### config.mk
export PLATFORM = sky130hd
export DESIGN_NAME = pci_command_status_regs
export DESIGN_NICKNAME = d
export VERILOG_FILES = /design/src/pci_cmd_status_pkg.sv /design/src/w1c_flag.sv /design/src/pci_command_status_regs.sv
export VERILOG_INCLUDE_DIRS = /design/src /design/src/src
export SDC_FILE = /design/constraint.sdc
export NUM_CORES = 1
export LEC_CHECK = 0
export BUFFER_PORTS_ARGS = -buffer_cell sky130_fd_sc_hd__buf_2
export CAP_MARGIN = 40
export CORE_MARGIN = 2
export CORE_UTILIZATION = 24
export DETAILED_ROUTE_END_ITERATION = 10
export SYNTH_ARGS = -nofsm -noshare
export SYNTH_HDL_FRONTEND = slang
export SYNTH_SLANG_ARGS = --single-unit
export TNS_END_PERCENT = 1
### constraint.sdc
create_clock -name i_clock -period 1.2 [get_ports i_clock]
set_input_delay 0.24 -clock i_clock [delete_from_list [all_inputs] [get_ports i_clock]]
set_output_delay 0.24 -clock i_clock [all_outputs]
set_load 0.01 [all_outputs]
### src/pci_cmd_status_cfg.svh
// Purpose: Offsets, field positions and reset values of the command and status registers.
// Assumes: Included by bare name from the package and the register bank module.
// Notes:   Definitions only.
`ifndef PCI_CMD_STATUS_CFG_SVH
`define PCI_CMD_STATUS_CFG_SVH

// Configuration dword index holding command (low half) and status (high half).
`define CFG_CMD_DWORD_INDEX    6'h01
`define CFG_CMD_BYTE_OFFSET    8'h04
`define CFG_STATUS_BYTE_OFFSET 8'h06

// Command register fields.
`define CMD_IO_EN_BIT          0
`define CMD_MEM_EN_BIT         1
`define CMD_MASTER_EN_BIT      2
`define CMD_PALETTE_EN_BIT     5
`define CMD_PARITY_EN_BIT      6
`define CMD_SYSTEM_ERROR_ENABLE_BIT        8
`define CMD_WRITABLE_MASK      16'h0167
`define CMD_RESET_VALUE        16'h0000

// Status register fields.
`define STS_DATA_PARITY_BIT    8
`define STS_TARGET_ABORT_SIGNALLED_BIT       11
`define STS_TARGET_ABORT_RECEIVED_BIT       12
`define STS_MASTER_ABORT_RECEIVED_BIT         13
`define STS_SYS_ERR_BIT        14
`define STS_PARITY_SEEN_BIT    15
`define STS_HARDWIRED          16'h0210
`define STS_RESET_VALUE        16'h0210

// Width of the configuration data path and byte enables.
`define CFG_DATA_WIDTH         32
`define CFG_BE_WIDTH           4
`define CFG_INDEX_WIDTH        6
`define STS_FLAG_COUNT         6

`endif

### src/pci_cmd_status_pkg.sv
// Purpose: Types shared by the command and status register bank.
// Assumes: The cfg header supplies widths.
// Notes:   Holds types only.
`include "pci_cmd_status_cfg.svh"

package pci_cmd_status_pkg;

  // One configuration access from the bus target, same clock.
  typedef struct packed {
    logic                              read;
    logic                              write;
    logic [`CFG_INDEX_WIDTH-1:0]       index;
    logic [`CFG_BE_WIDTH-1:0]          byte_en;
    logic [`CFG_DATA_WIDTH-1:0]        wdata;
  } cfg_req_t;

  // Bus events seen by the surrounding bus logic, one-cycle pulses.
  typedef struct packed {
    logic addr_parity_err;
    logic data_parity_err;
    logic perr_while_master;
    logic master_abort;
    logic target_abort_rx;
    logic target_abort_tx;
  } bus_event_t;

  // Cycle decode hits offered for claiming.
  typedef struct packed {
    logic mem_hit;
    logic io_hit;
    logic palette_write;
    logic special_cycle;
    logic master_request;
  } decode_t;

  // Permissions and claims returned to the bus logic.
  typedef struct packed {
    logic claim_mem;
    logic claim_io;
    logic palette_capture;
    logic master_allowed;
    logic plain_write_only;
  } claim_t;

endpackage

### src/w1c_flag.sv
// Purpose: One sticky status flag, set by hardware, cleared by writing one.
// Assumes: Set and clear are same-clock pulses; reset already synchronised.
// Notes:   A set in the clear cycle wins so no event is lost.
`timescale 1ns/1ns

module w1c_flag
(
  // Clock and reset.
  input  wire logic i_clock,
  input  wire logic i_reset_n,
  input  wire logic i_clock_en,
  // Set and clear requests.
  input  wire logic i_set,
  input  wire logic i_clear,
  // Flag value.
  output logic      o_flag
);

  logic next_flag;

  // Set has priority over a write-one clear in the same cycle.
  always_comb
  begin
    next_flag = o_flag;
    if (i_set)
    begin
      next_flag = 1'b1;
    end
    else if (i_clear)
    begin
      next_flag = 1'b0; // see [RULE13]
    end
  end

  // Register the flag; frozen while the clock enable is low.
  always_ff @(posedge i_clock or negedge i_reset_n)
  begin
    if (!i_reset_n)
    begin
      o_flag <= 1'b0;
    end
    else if (i_clock_en)
    begin
      o_flag <= next_flag;
    end
  end

endmodule

### src/pci_command_status_regs.sv
// Purpose: Command and status configuration registers of a bus bridge target.
// Assumes: Requests, events and decode hits come from bus logic on i_clock.
// Notes:   Command in low half, status in high half of configuration dword 04h.
//
// What this block does
// [RULE1] Command bits 15 to 10 read zero; writes there do nothing.
// [RULE2] Back-to-back enable bit 9 reads zero; no fast back-to-back issue.
// [RULE3] Bit 8 system_error_enable gates the SERR driver; reset value zero.
// [RULE4] Address parity error reaches SERR only with bits 8 and 6 set.
// [RULE5] Stepping control bit 7 is hardwired zero.
// [RULE6] Bit 6 parity_response_enable: data errors on PERR, address errors on SERR.
// [RULE7] Palette snoop bit 5 set: do not claim palette writes, capture data.
// [RULE8] Write-invalidate bit 4 is zero; plain memory writes are used instead.
// [RULE9] Special cycle bit 3 is zero; special cycles are never answered.
// [RULE10] Master activity only while initiator_enable bit 2 is one.
// [RULE11] Memory cycles are claimed only while bit 1 is one.
// [RULE12] I/O cycles are claimed only while bit 0 is one.
// [RULE13] Writing one clears a status flag; writing zero leaves it.
// [RULE14] Status bit 15 sets on any parity error regardless of enables.
// [RULE15] Status bits 10 to 9 read binary 01, medium select timing.
// [RULE16] Status bit 8 sets on PERR while mastering with parity response enabled.
// [RULE17] Bits 13 and 12 record received aborts; bit 11 a signalled target abort.
// [RULE18] Host reaches command at 04h and status at 06h via configuration cycles.
`timescale 1ns/1ns
`include "pci_cmd_status_cfg.svh"

module pci_command_status_regs
#(
  parameter int CFG_INDEX_WIDTH = `CFG_INDEX_WIDTH
)
(
  // Clock, reset and clock enable.
  input  wire logic                              i_clock,
  input  wire logic                              i_reset_n,
  input  wire logic                              i_clock_en,
  // Configuration access port.
  input  wire pci_cmd_status_pkg::cfg_req_t      i_cfg_req,
  output logic                                   o_cfg_ack,
  output logic [`CFG_DATA_WIDTH-1:0]             o_cfg_rdata,
  // Bus events and decode hits.
  input  wire pci_cmd_status_pkg::bus_event_t    i_bus_event,
  input  wire pci_cmd_status_pkg::decode_t       i_decode,
  // Claims and permissions.
  output pci_cmd_status_pkg::claim_t             o_claim,
  // Error pin drivers, open drain: high enables the low drive.
  output logic                                   o_serr_oe,
  output logic                                   o_perr_oe,
  // Register views.
  output logic [15:0]                            o_command,
  output logic [15:0]                            o_status
);

  // Refuse any index width other than the configuration dword index width.
  initial
  begin
    if (CFG_INDEX_WIDTH != `CFG_INDEX_WIDTH)
    begin
      $error("CFG_INDEX_WIDTH must match the configuration dword index width");
    end
  end

  // Reset release through two flops; asynchronous assertion.
  logic reset_meta_n;
  logic reset_sync_n;

  always_ff @(posedge i_clock or negedge i_reset_n)
  begin
    if (!i_reset_n)
    begin
      reset_meta_n <= 1'b0;
      reset_sync_n <= 1'b0;
    end
    else
    begin
      reset_meta_n <= 1'b1;
      reset_sync_n <= reset_meta_n;
    end
  end

  // True when an access addresses the command and status dword.
  function automatic logic hits_cmd_dword(input logic [`CFG_INDEX_WIDTH-1:0] index);
    hits_cmd_dword = (index == `CFG_CMD_DWORD_INDEX);
  endfunction

  logic [15:0] command_q;
  logic [15:0] next_command;
  logic        cmd_write;
  logic        sts_write;
  logic [15:0] write_mask;
  logic [15:0] clear_bits;

  // Decode write and build the per-byte mask for each half.
  always_comb
  begin
    cmd_write  = 1'b0;
    sts_write  = 1'b0;
    write_mask = 16'h0000;
    clear_bits = 16'h0000;
    if (i_cfg_req.write && hits_cmd_dword(i_cfg_req.index)) // see [RULE18]
    begin
      cmd_write  = 1'b1;
      sts_write  = 1'b1;
      write_mask = {{8{i_cfg_req.byte_en[1]}}, {8{i_cfg_req.byte_en[0]}}};
      clear_bits = i_cfg_req.wdata[31:16] &
                   {{8{i_cfg_req.byte_en[3]}}, {8{i_cfg_req.byte_en[2]}}};
    end
  end

  // Only writable command bits take new values; hardwired ones stay zero.
  always_comb
  begin
    next_command = command_q;
    if (cmd_write)
    begin
      next_command = (command_q & ~(write_mask & `CMD_WRITABLE_MASK)) |
                     (i_cfg_req.wdata[15:0] & write_mask & `CMD_WRITABLE_MASK); // see [RULE1]
    end
    next_command = next_command & `CMD_WRITABLE_MASK; // see [RULE2] see [RULE5] see [RULE8]
  end

  always_ff @(posedge i_clock or negedge reset_sync_n)
  begin
    if (!reset_sync_n)
    begin
      command_q <= `CMD_RESET_VALUE;
    end
    else if (i_clock_en)
    begin
      command_q <= next_command;
    end
  end

  // Named views of the writable command bits.
  logic system_error_enable;
  logic parity_en;
  logic palette_en;
  logic master_en;
  logic mem_en;
  logic io_en;

  assign system_error_enable    = command_q[`CMD_SYSTEM_ERROR_ENABLE_BIT];
  assign parity_en  = command_q[`CMD_PARITY_EN_BIT];
  assign palette_en = command_q[`CMD_PALETTE_EN_BIT];
  assign master_en  = command_q[`CMD_MASTER_EN_BIT];
  assign mem_en     = command_q[`CMD_MEM_EN_BIT];
  assign io_en      = command_q[`CMD_IO_EN_BIT];

  // Error pin decisions, taken in the event cycle and registered out.
  logic next_serr_oe;
  logic next_perr_oe;

  always_comb
  begin
    next_serr_oe = i_bus_event.addr_parity_err & system_error_enable & parity_en; // see [RULE3] see [RULE4]
    next_perr_oe = i_bus_event.data_parity_err & parity_en;           // see [RULE6]
  end

  // Status flag set conditions in bit order of the sticky flags.
  logic [`STS_FLAG_COUNT-1:0] flag_set;
  logic [`STS_FLAG_COUNT-1:0] flag_clear;
  logic [`STS_FLAG_COUNT-1:0] flag_q;
  localparam int FLAG_POS [`STS_FLAG_COUNT] = '{`STS_DATA_PARITY_BIT, `STS_TARGET_ABORT_SIGNALLED_BIT,
                                                `STS_TARGET_ABORT_RECEIVED_BIT, `STS_MASTER_ABORT_RECEIVED_BIT,
                                                `STS_SYS_ERR_BIT, `STS_PARITY_SEEN_BIT};

  always_comb
  begin
    flag_set[0] = i_bus_event.perr_while_master & parity_en;      // see [RULE16]
    flag_set[1] = i_bus_event.target_abort_tx;                    // see [RULE17]
    flag_set[2] = i_bus_event.target_abort_rx;                    // see [RULE17]
    flag_set[3] = i_bus_event.master_abort;                       // see [RULE17]
    flag_set[4] = next_serr_oe;
    flag_set[5] = i_bus_event.addr_parity_err |
                  i_bus_event.data_parity_err;                    // see [RULE14]
  end

  // One sticky flag per status bit; clear taken from the written ones.
  genvar g;
  generate
    for (g = 0; g < `STS_FLAG_COUNT; g++)
    begin : gen_flag
      assign flag_clear[g] = sts_write & clear_bits[FLAG_POS[g]]; // see [RULE13]
      w1c_flag u_flag
      (
        .i_clock    (i_clock),
        .i_reset_n  (reset_sync_n),
        .i_clock_en (i_clock_en),
        .i_set      (flag_set[g]),
        .i_clear    (flag_clear[g]),
        .o_flag     (flag_q[g])
      );
    end
  endgenerate

  // Status word: hardwired capability bits plus sticky flags.
  logic [15:0] status_word;

  always_comb
  begin
    status_word = `STS_HARDWIRED; // see [RULE15]
    for (int i = 0; i < `STS_FLAG_COUNT; i++)
    begin
      status_word[FLAG_POS[i]] = flag_q[i];
    end
  end

  // Claim decisions; special cycles and write-invalidate are never offered.
  pci_cmd_status_pkg::claim_t next_claim;

  always_comb
  begin
    next_claim.claim_mem        = i_decode.mem_hit & mem_en &
                                  ~(i_decode.palette_write & palette_en); // see [RULE11] see [RULE7]
    next_claim.claim_io         = i_decode.io_hit & io_en &
                                  ~(i_decode.palette_write & palette_en); // see [RULE12] see [RULE7]
    next_claim.palette_capture  = i_decode.palette_write & palette_en;    // see [RULE7]
    next_claim.master_allowed   = i_decode.master_request & master_en &
                                  ~i_decode.special_cycle;                // see [RULE10] see [RULE9]
    next_claim.plain_write_only = 1'b1;                                   // see [RULE8]
  end

  // Read data and acknowledge; other dwords acknowledge with zero data.
  logic                       next_ack;
  logic [`CFG_DATA_WIDTH-1:0] next_rdata;

  always_comb
  begin
    next_ack   = i_cfg_req.read | i_cfg_req.write;
    next_rdata = '0;
    if (i_cfg_req.read && hits_cmd_dword(i_cfg_req.index))
    begin
      next_rdata = {status_word, command_q};
    end
  end

  // All outputs come straight from flops.
  always_ff @(posedge i_clock or negedge reset_sync_n)
  begin
    if (!reset_sync_n)
    begin
      o_cfg_ack   <= 1'b0;
      o_cfg_rdata <= '0;
      o_claim     <= '0;
      o_serr_oe   <= 1'b0;
      o_perr_oe   <= 1'b0;
      o_command   <= `CMD_RESET_VALUE;
      o_status    <= `STS_RESET_VALUE;
    end
    else if (i_clock_en)
    begin
      o_cfg_ack   <= next_ack;
      o_cfg_rdata <= next_rdata;
      o_claim     <= next_claim;
      o_serr_oe   <= next_serr_oe;
      o_perr_oe   <= next_perr_oe;
      o_command   <= next_command;
      o_status    <= status_word;
    end
  end

endmodule

# Yosys cells after proc, flatten, opt, wreduce, memory -nomap -nowiden
# Index checks and enable logic that the tools add are counted.
# Widths: inputs -> output; s select.
# totals
regBits	60
latchBits	0
mem_bits_rw	0
rom_bits	0
input_bits	58
word_cells	78
n_memories	0
# op_classes
add_sub_neg	0
mul	0
div_mod_pow	0
order_cmp	0
eq_ne	1
shifts	0
muxes	17
bitwise	26
n_reduce_logical	15
# ops
cell	count
$mux 32	1
$and 9x9->9	2
$mux 9	2
$and 1x1->1	17
$and 16x16->16	1
$mux 16	1
$reduce_and 2->1	7
$mux 1	13
$reduce_bool 2->1	6
$not 9->9	1
$or 9x9->9	1
$eq 6x1->1 const B	1
$logic_and 1x1->1	2
$not 1->1	2
$or 1x1->1	2

# Logic depth before layout (Yosys ltp)
# logic_depth
depth_word	7
depth_mapped	5
depth_no_buf	3

# Hierarchy
# From an unflattened synthesis, not the netlist that was laid out.
# unflattened
hier_cells	196
area_unflattened_um2	2029.4
# by_module_without_submodules
mod	n_inst	cells_each	area_each_um2	seq_area_each_um2
pci_command_status_regs	1	178	1804.2	875.8
w1c_flag	6	3	37.5	25.0

# Worst setup path before layout
# Ideal clock, no wire load.
# synth_path
kind	input -> register
start	in i_clock_en
end	reg with a tool-made name
arrival_ps	1163
required_time_ps	1075
path_slack_ps	-88
stages	5
cell_sequence	buf_2 > nor4bb_1 > buf_2 > nand3_2 > mux2_2
# synth_rtl
element	line	source
start: declaration	pci_command_status_regs.sv:35	input wire logic i_clock_en,

==> results summary <==
The leakage power came out at ~0.0013 uW. The number of antenna diodes in the final layout is 0. The commonest cells after synthesis are dfrtp_1 (41), buf_4 (39), inv_1 (25). The final layout contains routed wiring with a total length of ~4.3 mm. The synthesized design contains between 40 and 50 register bits. dfrtp_1 is the most common cell in the netlist. The sequential fraction of the synthesis area is between 50% and 60%. The total number of nets in the final design came out at 327. The total instance count after detailed placement came out at 363.

The max-slew violation total from the final report is 0. The cell count after synthesis came out at 188. 130 I/O pins were placed. The first global-routing pass estimated about 6.9 mm of wire. The residual antenna-violating net count after detailed routing is 0. The number of distinct library cells after synthesis came out at 23. The insertion delay of the later-clocked pin in the worst-skew pair is 0.28 ns. The signal on the critical path passes through buf_2. The post-detailed-placement half-perimeter wirelength is ~3.4 mm. The critical path buffer and inverter count is 1. The clock skew is roughly 0.0033 ns. The total of warnings raised by yosys is 0. In the synthesized netlist the dominant register cell turns out to be dfrtp_1. The data arrival at the endpoint of the critical path is around 0.90 ns. The residual overflow from global routing came out at 0. The CTS tree is built. The max capacitance violation total came out at 0.

The share of the cycle needed by the critical path after routing is roughly 95%. The share of synthesized flip-flops with an asynchronous set or reset is 100%. The sum of negative setup slack came out at 0 ns. Summed over its instances, the top area cell type makes up roughly 53% of the synthesized netlist area. The post-route minimum period is 1.14 ns. The post-detailed-route DRC marker count came out at 0. In this run the vertical extent of the chip is roughly 94 um. The required time at the endpoint of the critical path is between 0.9 and 1 ns.

Setup repair after global routing left no endpoint under its margin. The highest cell delay on the worst timing path came out at approximately 0.45 ns. The worst-case IR drop observed on VDD is ~0.48 mV. The largest fanout of any net on the critical path is 6. In this run the core area contains 32 standard-cell rows. The ratio of routed vias to standard cells is between 3 and 4. Based on the critical path, the design can be clocked at up to 879 MHz. The root buffer selected by CTS is clkbuf_8. The maximum number of pins on one net before global-route repair is 28. Grouping stages by cell kind, the critical path spends the most delay in flip-flops. The maximum level of the CTS H-tree came out at 2.

The initial antenna violation count came out at 0. By area the synthesized netlist is led by dfrtp_1 (53%), buf_4 (15%), inv_1 (4.9%). Summed over all instances, the cell type with the most area after synthesis is dfrtp_1. The number of design-rule violations left by the first detailed-router iteration is 31.

The finished layout holds 372 standard cells, fillers aside. STA classifies the critical path endpoint as an output pin. From synthesis to final layout, the design area changed by 25.6%. The mean instance size in the synthesized netlist is roughly 10 um2. The number of detailed-route iterations in the first pass is 4. The post-synthesis cell area came out at 1930 um2. The cell with the biggest individual delay on the critical path is dfrtp_1. The number of buffers added on ports came out at 70. The die outline width is 93.6 um. The placeable core region came out at around 7800 um2.

The number of endpoints with negative hold slack in the final report came out at 0. The number of buffers created by CTS is 5. The overall fraction of global-route tracks in use came out at between 10% and 20%. The number of enable flip-flop cells after synthesis is 0. The global placement routability congestion is 0.663. The number of clock sinks came out at 41. The flow ran to the end, and the final reports show no timing, DRC or antenna violations. The initial core utilization came out at 24.8%.

The total vias in the final route came out at ~1500. The power density normalized to cell area came out at 1090 nW/um2. The min-delay analysis places its worst path in the category in -> reg.

The worst setup path is launched from a flop. After detailed routing, the average wire length per cell comes to approximately 11 um. The die covers ~8800 um2. Setup violations remaining at the end of the flow were counted as 0. The clock slew at the register clock pins of the worst setup and hold paths came out at around 0.080 ns.

The clock tree buffer depth is 2. The critical path is of the reg -> out type. The via count of the first global-routing pass was between 1000 and 1500. The fraction of layout instances using a drive strength above 1 came out at 38.1%.
-- stage by stage --
step	total power (uW)	instance area [um2]	hold slack, ns	setup slack [ns]	utilization (%)
2_1_floorplan	1750	2070	-0.0556	-0.0879	-
3_3_place_gp	1800	2320	0.0281	-0.240	29.8
3_5_place_dp	1810	2320	0.0295	-0.287	29.8
4_1_cts	2710	2410	0.165	0.0288	31.1
5_1_grt	2800	2420	0.171	0.000299	31.2
6_report	2650	2420	0.180	0.0619	31.2
-- worst paths after layout --
kind / slack (ns) / to / depth (start not counted) / startpoint
hold / removal: 0.18 / flop / 2 / i_cfg_req[5]
hold reg to reg: 0.23 / o_claim[2] / 1 / reset_sync_n
max in group asynchronous: 0.73 / o_status[14] / 1 / reset_sync_n
min in group asynchronous: 0.23 / o_claim[2] / 1 / reset_sync_n
setup / recovery: 0.06 / o_command[6] / 1 / flop
setup reg to reg: 0.26 / gen_flag[4].u_flag.o_flag / 2 / flop
-- cells in the final DEF, fill, tap and decap left out, types with 2 or more instances in the layout --
master and n:
nor2_1 3, buf_4 13, nand2_1 13, o21ai_0 13, o22ai_1 12, inv_1 25, buf_2 70, nand4_1 9
conb_1 39, clkinv_2 2, mux2_2 6, clkbuf_8 5, nand3_1 4, a21bo_2 2, dfrtp_1 40, a22o_1 3
-- where the power goes --
part	internal, uW	leakage, uW	switching [uW]
logic	122	0.000694	198
registers	1430	0.000521	30.2
clock network	401	0.0000439	466
total	1950	0.00126	694
-- cells by family after synthesis --
family | after synthesis | synth area share, %
other | 2 | 0.390
flip-flops | 41 | 53.2
buffers and inverters | 72 | 21.8
multiplexers | 7 | 4.02
AO/OA/AOI/OAI | 32 | 10.4
AND/OR/NAND/NOR | 34 | 10.1
-- layout make-up --
cell class	instances	area, um2
clock inverters	3	17.5
repair buffers	84	458
clock buffers	5	68.8
fillers	843	5350
multi-input cells	112	628
well taps	102	128
inverters	25	93.8
flip-flops and latches	41	1030
-- metal layers --
layer	part of all wire, %	vias to the layer above	GRT usage [%]
met4	1.2	0	2.54
met2	48	66	16.9
met3	6.9	8	3.14
met1	44	684	12.8
met5	0	-	0
li1	-	709	-
-- timing repair --
action	CTS	global route
gates resized for setup	0	1
hold buffers	1	0
hold endpoints to repair	2	0
endpoints found under the setup margin	0	2
buffers inserted	0	0
(Power assumes the default switching activity.)
